===== config.mk =====
export PLATFORM = sky130hd
export DESIGN_NAME = input_ov_fault_retry
export DESIGN_NICKNAME = d
export VERILOG_FILES = /design/src/ov_retry_pkg.sv /design/src/input_ov_fault_retry.sv
export VERILOG_INCLUDE_DIRS = /design/src
export SDC_FILE = /design/constraint.sdc
export NUM_CORES = 1
export LEC_CHECK = 0
export ABC_AREA = 1
export BUFFER_PORTS_ARGS = -buffer_cell sky130_fd_sc_hd__buf_2
export CORE_MARGIN = 2
export CORE_UTILIZATION = 40
export DETAILED_ROUTE_END_ITERATION = 7
export PLACE_DENSITY = 0.56
export SLEW_MARGIN = 20
export SYNTH_ARGS = -nofsm -noshare
export SYNTH_HDL_FRONTEND = slang
export SYNTH_SLANG_ARGS = --single-unit

===== constraint.sdc =====
create_clock -name mclk_in -period 4.81 [get_ports mclk_in]
set_clock_uncertainty 0.05 [all_clocks]
set_input_delay 0.481 -clock mclk_in [delete_from_list [all_inputs] [get_ports mclk_in]]
set_output_delay 0.481 -clock mclk_in [all_outputs]
set_load 0.02 [all_outputs]

===== src/input_ov_fault_retry_regs.svh =====
`ifndef INPUT_OV_FAULT_RETRY_REGS_SVH
`define INPUT_OV_FAULT_RETRY_REGS_SVH

`define OVR_ADDR_W        8
`define OVR_DATA_W        8
`define OVR_ACTION_OFFSET 8'h56
`define OVR_ACTION_RESET  8'h00
`define OVR_RESP_HI       7
`define OVR_RESP_LO       6
`define OVR_RETRY_HI      5
`define OVR_RETRY_LO      3
`define OVR_DELAY_HI      2
`define OVR_DELAY_LO      0
`define OVR_RETRY_INF     3'h7
`define OVR_MS_NS         1000000
`define OVR_CLK_PERIOD_NS 40
`define OVR_MS_CYCLES     (`OVR_MS_NS / `OVR_CLK_PERIOD_NS)
`define OVR_PRE_W         15
`define OVR_MS_W          12
`define OVR_D1_BASE_MS    12'h00a
`define OVR_D2_0_MS       12'h0fc
`define OVR_D2_1_MS       12'h22e
`define OVR_D2_2_MS       12'h39c
`define OVR_D2_3_MS       12'h4ec
`define OVR_D2_4_MS       12'h63c
`define OVR_D2_5_MS       12'h78c
`define OVR_D2_6_MS       12'h8dc
`define OVR_D2_7_MS       12'ha2c

`endif


===== src/ov_retry_pkg.sv =====
package ov_retry_pkg;
	typedef enum logic [1:0] {
		RESP_IGNORE,
		RESP_DELAY_RETRY,
		RESP_SHUTDOWN_RETRY,
		RESP_WAIT_CLEAR
	} resp_t;

	typedef enum logic [2:0] {
		ST_RUN,
		ST_DELAY1,
		ST_OFF_WAIT,
		ST_HOLD_OFF,
		ST_LATCHED
	} state_t;
endpackage : ov_retry_pkg


===== src/input_ov_fault_retry.sv =====
`include "input_ov_fault_retry_regs.svh"

module input_ov_fault_retry #(
	parameter int unsigned MS_CYCLES = `OVR_MS_CYCLES
) (
	// Clock and reset
	input  wire logic                    mclk_in,
	input  wire logic                    rst_b_in,
	// Configuration register port
	input  wire logic [`OVR_ADDR_W-1:0]  cfg_addr_in,
	input  wire logic                    cfg_wr_in,
	input  wire logic [`OVR_DATA_W-1:0]  cfg_wdata_in,
	output logic      [`OVR_DATA_W-1:0]  cfg_rdata_out,
	// Fault and supply pins
	input  wire logic                    ov_fault_in,
	input  wire logic                    bias_lost_in,
	// Status
	output logic                         output_en_out,
	output logic                         latched_out
);

	// Second delay table is irregular, so it stays a lookup
	function automatic logic [`OVR_MS_W-1:0] delay2_ms(input logic [2:0] code);
		logic [`OVR_MS_W-1:0] v;
		v = `OVR_D2_0_MS;
		unique case (code)
			3'h0: v = `OVR_D2_0_MS;
			3'h1: v = `OVR_D2_1_MS;
			3'h2: v = `OVR_D2_2_MS;
			3'h3: v = `OVR_D2_3_MS;
			3'h4: v = `OVR_D2_4_MS;
			3'h5: v = `OVR_D2_5_MS;
			3'h6: v = `OVR_D2_6_MS;
			3'h7: v = `OVR_D2_7_MS;
		endcase
		return v;
	endfunction : delay2_ms

	function automatic logic [`OVR_MS_W-1:0] delay1_ms(input logic [2:0] code);
		return `OVR_MS_W'(`OVR_D1_BASE_MS << code);
	endfunction : delay1_ms

	localparam logic [`OVR_PRE_W-1:0] PRE_LAST = `OVR_PRE_W'(MS_CYCLES - 1);

	// Pin synchronisers
	logic [1:0] fault_sync_r;
	logic [1:0] bias_sync_r;
	logic       fault_s;
	logic       bias_lost_s;

	always_ff @(posedge mclk_in or negedge rst_b_in) begin
		if (!rst_b_in) begin
			fault_sync_r <= 2'h0;
			bias_sync_r  <= 2'h0;
		end else begin
			fault_sync_r <= {fault_sync_r[0], ov_fault_in};
			bias_sync_r  <= {bias_sync_r[0], bias_lost_in};
		end
	end

	assign fault_s     = fault_sync_r[1];
	assign bias_lost_s = bias_sync_r[1];

	// Configuration register
	logic [`OVR_DATA_W-1:0] action_r;
	logic [`OVR_DATA_W-1:0] action_nxt;
	logic [`OVR_DATA_W-1:0] rdata_r;
	logic [`OVR_DATA_W-1:0] rdata_nxt;
	logic                   sel;

	always_comb begin
		sel        = (cfg_addr_in == `OVR_ACTION_OFFSET);
		action_nxt = action_r;
		if (cfg_wr_in && sel) begin
			action_nxt = cfg_wdata_in;
		end
		// Unmapped addresses read as zero
		rdata_nxt = sel ? action_r : `OVR_DATA_W'(0);
	end

	always_ff @(posedge mclk_in or negedge rst_b_in) begin
		if (!rst_b_in) begin
			action_r <= `OVR_ACTION_RESET;
			rdata_r  <= `OVR_DATA_W'(0);
		end else begin
			action_r <= action_nxt;
			rdata_r  <= rdata_nxt;
		end
	end

	assign cfg_rdata_out = rdata_r;

	ov_retry_pkg::resp_t resp;
	logic [2:0]          retry_code;
	logic [2:0]          delay_code;

	assign resp       = ov_retry_pkg::resp_t'(action_r[`OVR_RESP_HI:`OVR_RESP_LO]);
	assign retry_code = action_r[`OVR_RETRY_HI:`OVR_RETRY_LO];
	assign delay_code = action_r[`OVR_DELAY_HI:`OVR_DELAY_LO];

	// Sequencer
	ov_retry_pkg::state_t     state_r;
	ov_retry_pkg::state_t     state_nxt;
	logic [`OVR_PRE_W-1:0]    pre_r;
	logic [`OVR_PRE_W-1:0]    pre_nxt;
	logic [`OVR_MS_W-1:0]     ms_r;
	logic [`OVR_MS_W-1:0]     ms_nxt;
	logic [2:0]               left_r;
	logic [2:0]               left_nxt;
	logic                     en_r;
	logic                     en_nxt;
	logic                     ms_tick;
	logic                     d1_done;
	logic                     d2_done;
	logic                     unlimited;

	always_comb begin
		ms_tick   = (pre_r == PRE_LAST);
		d1_done   = ms_tick && (ms_r + 12'h001 >= delay1_ms(delay_code));
		d2_done   = ms_tick && (ms_r + 12'h001 >= delay2_ms(delay_code));
		unlimited = (retry_code == `OVR_RETRY_INF);
		state_nxt = state_r;
		en_nxt    = en_r;
		left_nxt  = left_r;
		// Timebase runs in every state except run and latched, which hold it at zero
		pre_nxt   = ms_tick ? `OVR_PRE_W'(0) : pre_r + `OVR_PRE_W'(1);
		ms_nxt    = ms_tick ? ms_r + 12'h001 : ms_r;
		unique case (state_r)
			ov_retry_pkg::ST_RUN: begin
				pre_nxt = `OVR_PRE_W'(0);
				ms_nxt  = 12'h000;
				en_nxt  = 1'b1;
				// Fresh budget only once the fault has gone away
				if (!fault_s) begin
					left_nxt = retry_code;
				end else begin
					unique case (resp)
						ov_retry_pkg::RESP_IGNORE: state_nxt = ov_retry_pkg::ST_RUN;
						ov_retry_pkg::RESP_DELAY_RETRY: state_nxt = ov_retry_pkg::ST_DELAY1;
						ov_retry_pkg::RESP_SHUTDOWN_RETRY: begin
							en_nxt    = 1'b0;
							state_nxt = ov_retry_pkg::ST_OFF_WAIT;
						end
						ov_retry_pkg::RESP_WAIT_CLEAR: begin
							en_nxt    = 1'b0;
							state_nxt = ov_retry_pkg::ST_HOLD_OFF;
						end
					endcase
				end
			end
			ov_retry_pkg::ST_DELAY1: begin
				if (!fault_s) begin
					state_nxt = ov_retry_pkg::ST_RUN;
				end else if (d1_done) begin
					en_nxt    = 1'b0;
					pre_nxt   = `OVR_PRE_W'(0);
					ms_nxt    = 12'h000;
					state_nxt = ov_retry_pkg::ST_OFF_WAIT;
				end
			end
			ov_retry_pkg::ST_OFF_WAIT: begin
				if (d2_done) begin
					if (unlimited || left_r != 3'h0) begin
						en_nxt    = 1'b1;
						left_nxt  = unlimited ? left_r : left_r - 3'h1;
						state_nxt = ov_retry_pkg::ST_RUN;
					end else if (fault_s) begin
						state_nxt = ov_retry_pkg::ST_LATCHED;
					end else begin
						en_nxt    = 1'b1;
						state_nxt = ov_retry_pkg::ST_RUN;
					end
				end
			end
			ov_retry_pkg::ST_HOLD_OFF: begin
				if (!fault_s) begin
					en_nxt    = 1'b1;
					state_nxt = ov_retry_pkg::ST_RUN;
				end
			end
			ov_retry_pkg::ST_LATCHED: begin
				en_nxt  = 1'b0;
				pre_nxt = `OVR_PRE_W'(0);
				ms_nxt  = 12'h000;
			end
		endcase
		// Bias loss acts like a power cycle
		if (bias_lost_s) begin
			state_nxt = ov_retry_pkg::ST_RUN;
			en_nxt    = 1'b1;
			pre_nxt   = `OVR_PRE_W'(0);
			ms_nxt    = 12'h000;
			left_nxt  = retry_code;
		end
	end

	always_ff @(posedge mclk_in or negedge rst_b_in) begin
		if (!rst_b_in) begin
			state_r <= ov_retry_pkg::ST_RUN;
			en_r    <= 1'b1;
			pre_r   <= `OVR_PRE_W'(0);
			ms_r    <= 12'h000;
			left_r  <= 3'h0;
		end else begin
			state_r <= state_nxt;
			en_r    <= en_nxt;
			pre_r   <= pre_nxt;
			ms_r    <= ms_nxt;
			left_r  <= left_nxt;
		end
	end

	assign output_en_out = en_r;
	assign latched_out   = (state_r == ov_retry_pkg::ST_LATCHED);

endmodule : input_ov_fault_retry


### Yosys cells after proc, flatten, opt, wreduce, memory -nomap -nowiden

Memories as Yosys holds them, arrays and structs flattened.
Index checks and enable logic that the tools add are counted.

| storage, ports and cells | value |
|---|---|
| output and inout port bits | 10 |
| input bits | 21 |
| bits in read-only memories | 72 |
| memories | 1 |
| word-level logic and storage cells | 85 |
| flip-flop bits (word level) | 54 |

Memories:

| name | depth | bits a word | rd ports | clocked after Yosys merged registers in | write ports | RTL line | RTL |
|---|---|---|---|---|---|---|---|
| (no name shown) | 8 | 9 | 1 | 0 | 0 | input_ov_fault_retry.sv:26 | `unique case (code)` |

| operators by class | value |
|---|---|
| $lt $le $gt $ge | 2 |
| add/sub/neg operators | 3 |
| shifts and indexed selects | 1 |
| muxes and demuxes | 36 |
| equal/unequal tests | 19 |
| reductions and logical operators | 14 |

Operators with widths:

| cell | count |
|---|---|
| 2-to-1 mux 15 bit | 4 |
| 2-to-1 mux 12 bit | 4 |
| 2-to-1 mux 3 bit | 13 |
| case mux 15 bit (2 select lines) | 1 |
| >= comparator 12 bit | 2 |
| inequality test 3 bit (second input constant) | 8 |
| case mux 12 bit (2 select lines) | 1 |
| case mux 3 bit (4 select lines) | 2 |
| adder 15 x 1 -> 15 bit (second input constant) | 1 |
| equality test 15 bit (second input constant) | 1 |
| adder 12 x 1 -> 12 bit (second input constant) | 1 |
| << shifter 4 x 3 -> 12 bit (first input constant) | 1 |
| AND reduction 5 bit | 2 |
| equality test 8 x 7 -> 1 bit (second input constant) | 1 |
| 2-to-1 mux 1 bit | 8 |
| 2-to-1 mux 8 bit | 1 |
| equality test 3 x 2 -> 1 bit (second input constant) | 2 |
| equality test 3 bit (second input constant) | 2 |
| case mux 3 bit (2 select lines) | 1 |
| nonzero test 3 bit | 2 |
| case mux 1 bit (5 select lines) | 1 |
| nonzero test 5 bit | 1 |
| equality test 2 bit (second input constant) | 2 |
| inequality test 4 bit (second input constant) | 1 |
| other kinds (9) | 12 |

### Depth between registers and ports, before layout

| depth | value |
|---|---|
| word-level depth | 7 |
| gate-level depth with buffers | 20 |
| gate-level depth less buffers | 20 |

### Worst setup path before layout

Ideal clock, no wire load.

| timing path | value |
|---|---|
| path kind | reg-to-reg |
| from | register ms_r[0] |
| to | register state_r[0] |
| stages on the path, launching flop included | 18 |
| slack | 2.266 ns |
| period minus slack after synthesis | 2.544 ns |
| data required time | 4.643 ns |
| path buffers | 0 |
| arrival | 2.377 ns |
| setup time | 0.117 ns |
| path through | dfrtp_1 -> ha_1 -> nand2_1 -> nor2_1 -> nand3_1 -> nor3_1 -> xor2_1 -> ha_1 -> nand2_1 -> nor2_1 -> nand2_1 -> nand3b_1 -> nand3_1 -> nand2_1 -> nand2_2 -> nand3_1 -> nand2_1 -> nand2_1 |

| between the ends | value |
|---|---|
| word-level cells in the longest chain between the ends | 5 |
| elaborated cells on any way between the ends | 8 |
| classes of those cells | add/sub (1); order compare (2); eq/ne (2); reduce/logical (3) |

Ends and longest elaborated chain:

| element | RTL line | RTL |
|---|---|---|
| from (decl) | input_ov_fault_retry.sv:106 | `` logic [`OVR_MS_W-1:0] ms_r; `` |
| from (signal assigned) | input_ov_fault_retry.sv:208 | `ms_r <= ms_nxt;` |
| adder 12 x 1 -> 12 bit (*) | input_ov_fault_retry.sv:119, input_ov_fault_retry.sv:120 |  |
| >= comparator 12 bit (on tied branches) | input_ov_fault_retry.sv:119, input_ov_fault_retry.sv:120 |  |
| logical AND 1 bit (on tied branches) | input_ov_fault_retry.sv:119, input_ov_fault_retry.sv:120 |  |
| inequality test 4 bit (no line) / inequality test 3 bit (equally long branches) | -- |  |
| AND reduction 5 bit (no line) (*) | -- |  |
| to (signal assigned) | input_ov_fault_retry.sv:199 | `state_r <= ov_retry_pkg::ST_RUN;` |
| to (signal assigned) | input_ov_fault_retry.sv:205 | `state_r <= state_nxt;` |
| to (decl) | input_ov_fault_retry.sv:102 | `ov_retry_pkg::state_t state_r;` |

Every way passes the cells marked *; elsewhere a longest branch is shown, timed or not.
A chain may end at the register's enable or synchronous reset.

### Final worst setup path

| timing path | value |
|---|---|
| from | register ms_r[0] |
| to | register left_r[1] |

| between the ends | value |
|---|---|
| word-level cells in the longest chain between the ends | 5 |

Ends and longest elaborated chain:

| element | RTL line | RTL |
|---|---|---|
| adder 12 x 1 -> 12 bit | input_ov_fault_retry.sv:120 | `d2_done = ms_tick && (ms_r + 12'h001 >= delay2_ms(delay_code));` |
| >= comparator 12 bit | input_ov_fault_retry.sv:120 |  |
| logical AND 1 bit | input_ov_fault_retry.sv:120 |  |
| inequality test 3 bit (no line) | -- |  |
| AND reduction 5 bit (no line) | -- |  |
| to (signal assigned) | input_ov_fault_retry.sv:209 | `left_r <= left_nxt;` |
| to (decl) | input_ov_fault_retry.sv:108 | `logic [2:0] left_r;` |

No other way between the ends.

==> impl_metrics.yaml <==
run_status:
  status: "finished, final reports clean"
place:
  dpl.hpwl_mm: 5.39
  post-place-ws_ps: 1910
  gp_congestion: 0.888
  placed_cell_area_sq_um: 3650
  portBuffers: 30
  placed_cells: 564
final_layout:
  final_common_cell: "nand2_1"
  diodes: 0
  syn_to_final_growth_pct: 9.94
  final_cell_mix: "nand2_1, inv_1, dfrtp_1"
  fin_nets: 515
  drive_gt1_share_pct: 15.4
  final_core_util_pct: 45.5
  fillCellCount: 823
  finalNonFillerCells: 572
  final_area_sq_um: 3740
global_routing:
  grt_pass1_vias: 2565
  track_usage_pct: 16.6
  grt_max_degree: 55
  grt_pass1_wl_mm: 12.0
  grt-ovfl-total: 0
  antenna_found_initial: 0
timing:
  final_max_slew_viol_count: 0
  hold_viol: 0
  worstMarginPinSlew_ps: 876
  worst_slack_ps: 1870
  setup_viol: 0
  rsz0062_at_grt: "false"
  holdWs_ps: 220
  clock.fmax_ghz: 0.340
  final.setup.tns_ps: 0
  finalCriticalPeriod_ps: 2940
  finalCritPeriodShare_pct: 61.1
  slew_headroom_pct: 41.4
power:
  peakVddDrop_uv: 206
  power_density_nw_per_um2: 297
  p_leak_nw: 1.90
  total_power_mw: 1.11
min_path:
  hold_class: "input port to flop"
clocking:
  clock_sinks: 54
  clk_pin_slew_ps: 100
  clk_latency_ps: 310
  cts-root-buf: "clkbuf_8"
  clockBufferDepth: 2
  htreeDepth: 2
  cts_setup_buffers: 0
  cts_hold_buf: 0
  cts_resized: 0
  cts_buffers: 5
  tritoncts: "done"
worst_setup_path:
  worst_setup_path_end_kind: "flop"
  crit_arrival_ps: 3080
  cp-start-kind: "flop"
  cp_data_required_time_ps: 4950
  crit_type: "flop to flop"
  worstPathMaxFanout: 9
synth:
  synth_seq_area_share_pct: 39.8
  yosys.cell_types.count: 39
  yosysWarnings: 0
  synthFlopType: "dfrtp_1"
  synth-compound-area-share_pct: 13.4
  synth.avg_cell_area_sq_um: 7.81
  synthAdderAreaFrac_pct: 10.3
  synth_top_family_by_area: "simple AND/OR/NAND/NOR gates"
  synth-edff-count: 0
  syn_area_sq_um: 3400
  synthSimpleGateAreaFrac_pct: 26.3
  async_flop_share_pct: 100
  syn_inst: 435
  synthMuxAreaShare_pct: 0
  synth_nets: 484
  synth_xor_area_share_pct: 2.06
  synth_seq_cells: 54
drt:
  drt_iter0_drc: 136
  antenna_left: 0
  vias_per_cell: 4.86
  wirelength_mm: 7.19
  drc: 0
  num_vias: 2781
  first_pass_iters: 4
  wl_per_cell_um: 12.6
job:
  cap_violations: 0
floorplanning:
  die_x_um: 96.2
  fp.dieArea_sq_um: 9250
  die_y_um: 96.2
  rows: 33
  top_level_ports: 31
  initial_utilization_pct: 41.4
  core_area_sq_um: 8220
-- state kept, by name, indices dropped and copies added (netlist names), 2 cells and up --
register,flops
state_r,3
cfg_rdata_out,8
left_r,3
bias_sync_r,2
pre_r,15
ms_r,12
action_r,8
fault_sync_r,2
-- synth_stat cells (2+ instances only) --
| master | instances | area share [%] |
|---|---|---|
| nand2_1 | 92 | 10 |
| inv_1 | 58 | 6.4 |
| dfrtp_1 | 53 | 39 |
| nor2_1 | 43 | 4.7 |
| o21ai_0 | 29 | 4.3 |
| ha_1 | 28 | 10 |
| a21oi_1 | 23 | 3.4 |
| nand3_1 | 16 | 2.4 |
| nor3_1 | 14 | 2.1 |
| nand4_1 | 9 | 1.7 |
| a21oi_2 | 8 | 2.1 |
| xor2_1 | 8 | 2.1 |
| nand2_2 | 6 | 1.1 |
| inv_2 | 5 | 0.55 |
| clkbuf_1 | 4 | 0.44 |
| buf_2 | 3 | 0.44 |
| nor2_2 | 3 | 0.55 |
| nor4_1 | 3 | 0.55 |
| a21boi_1 | 2 | 0.44 |
| a21boi_2 | 2 | 0.66 |
| a31oi_1 | 2 | 0.37 |
| and3_1 | 2 | 0.37 |
| nor2_4 | 2 | 0.66 |
| o21a_1 | 2 | 0.44 |
| o21ai_1 | 2 | 0.29 |
| o21bai_1 | 2 | 0.44 |
| or2_2 | 2 | 0.37 |
-- per-layer routing --
metal	global-route usage [%]	wire length [um]	vias up
met5	0	0	-
met4	3.57	74	0
met3	3.21	196	7
met2	26.6	3340	33
met1	23.4	3580	1270
li1	-	-	1471
-- report_power, final --
part	switching, mW	internal [mW]
logic	0.222	0.104
registers	0.0353	0.492
clock network	0.153	0.102
-- cell type report --
| class | count | area [sq um] | share of cell area [%] |
|---|---|---|---|
| Clock inverter | 2 | 10.0 | 0.268 |
| Timing Repair Buffer | 32 | 165 | 4.42 |
| Tap cell | 105 | 131 | 3.52 |
| Inverter | 63 | 236 | 6.33 |
| Sequential cell | 54 | 1350 | 36.2 |
| Multi-Input combinational cell | 310 | 1770 | 47.3 |
| Clock buffer | 6 | 72.6 | 1.94 |
-- kinds of logic after synthesis --
logic type      count (synthesis)
xor+xnor                        8
buf+inv                        71
compound gates                 76
simple gates                  198
fa+ha+maj                      28
flops                          54
-- critical path, stage by stage, from the launching register on --
cell	delay, ps
dfrtp_1	470
ha_1	200
nand2_1	80
nor2_1	160
nand3_1	150
nor3_1	210
xor2_1	300
ha_1	190
nand2_1	50
nor2_1	170
nand2_1	60
nand3b_1	160
nand3_1	90
nand2_1	70
nand2_2	160
nand2_1	120
nand2_1	70
o21ai_1	60
-- path summary, 6_finish.rpt --
check	depth (start not counted)	slack (ps)	end	from
setup / recovery	17	1870	left_r[1]	ms_r[0]
hold / removal	1	220	bias_sync_r[0]	bias_lost_in
setup reg to reg	17	1870	left_r[1]	ms_r[0]
hold reg to reg	0	310	fault_sync_r[1]	fault_sync_r[0]
max in group asynchronous	2	3970	cfg_rdata_out[3]	rst_b_in
min in group asynchronous	2	230	ms_r[9]	rst_b_in
No activity file was read; power rests on OpenSTA's default activity.
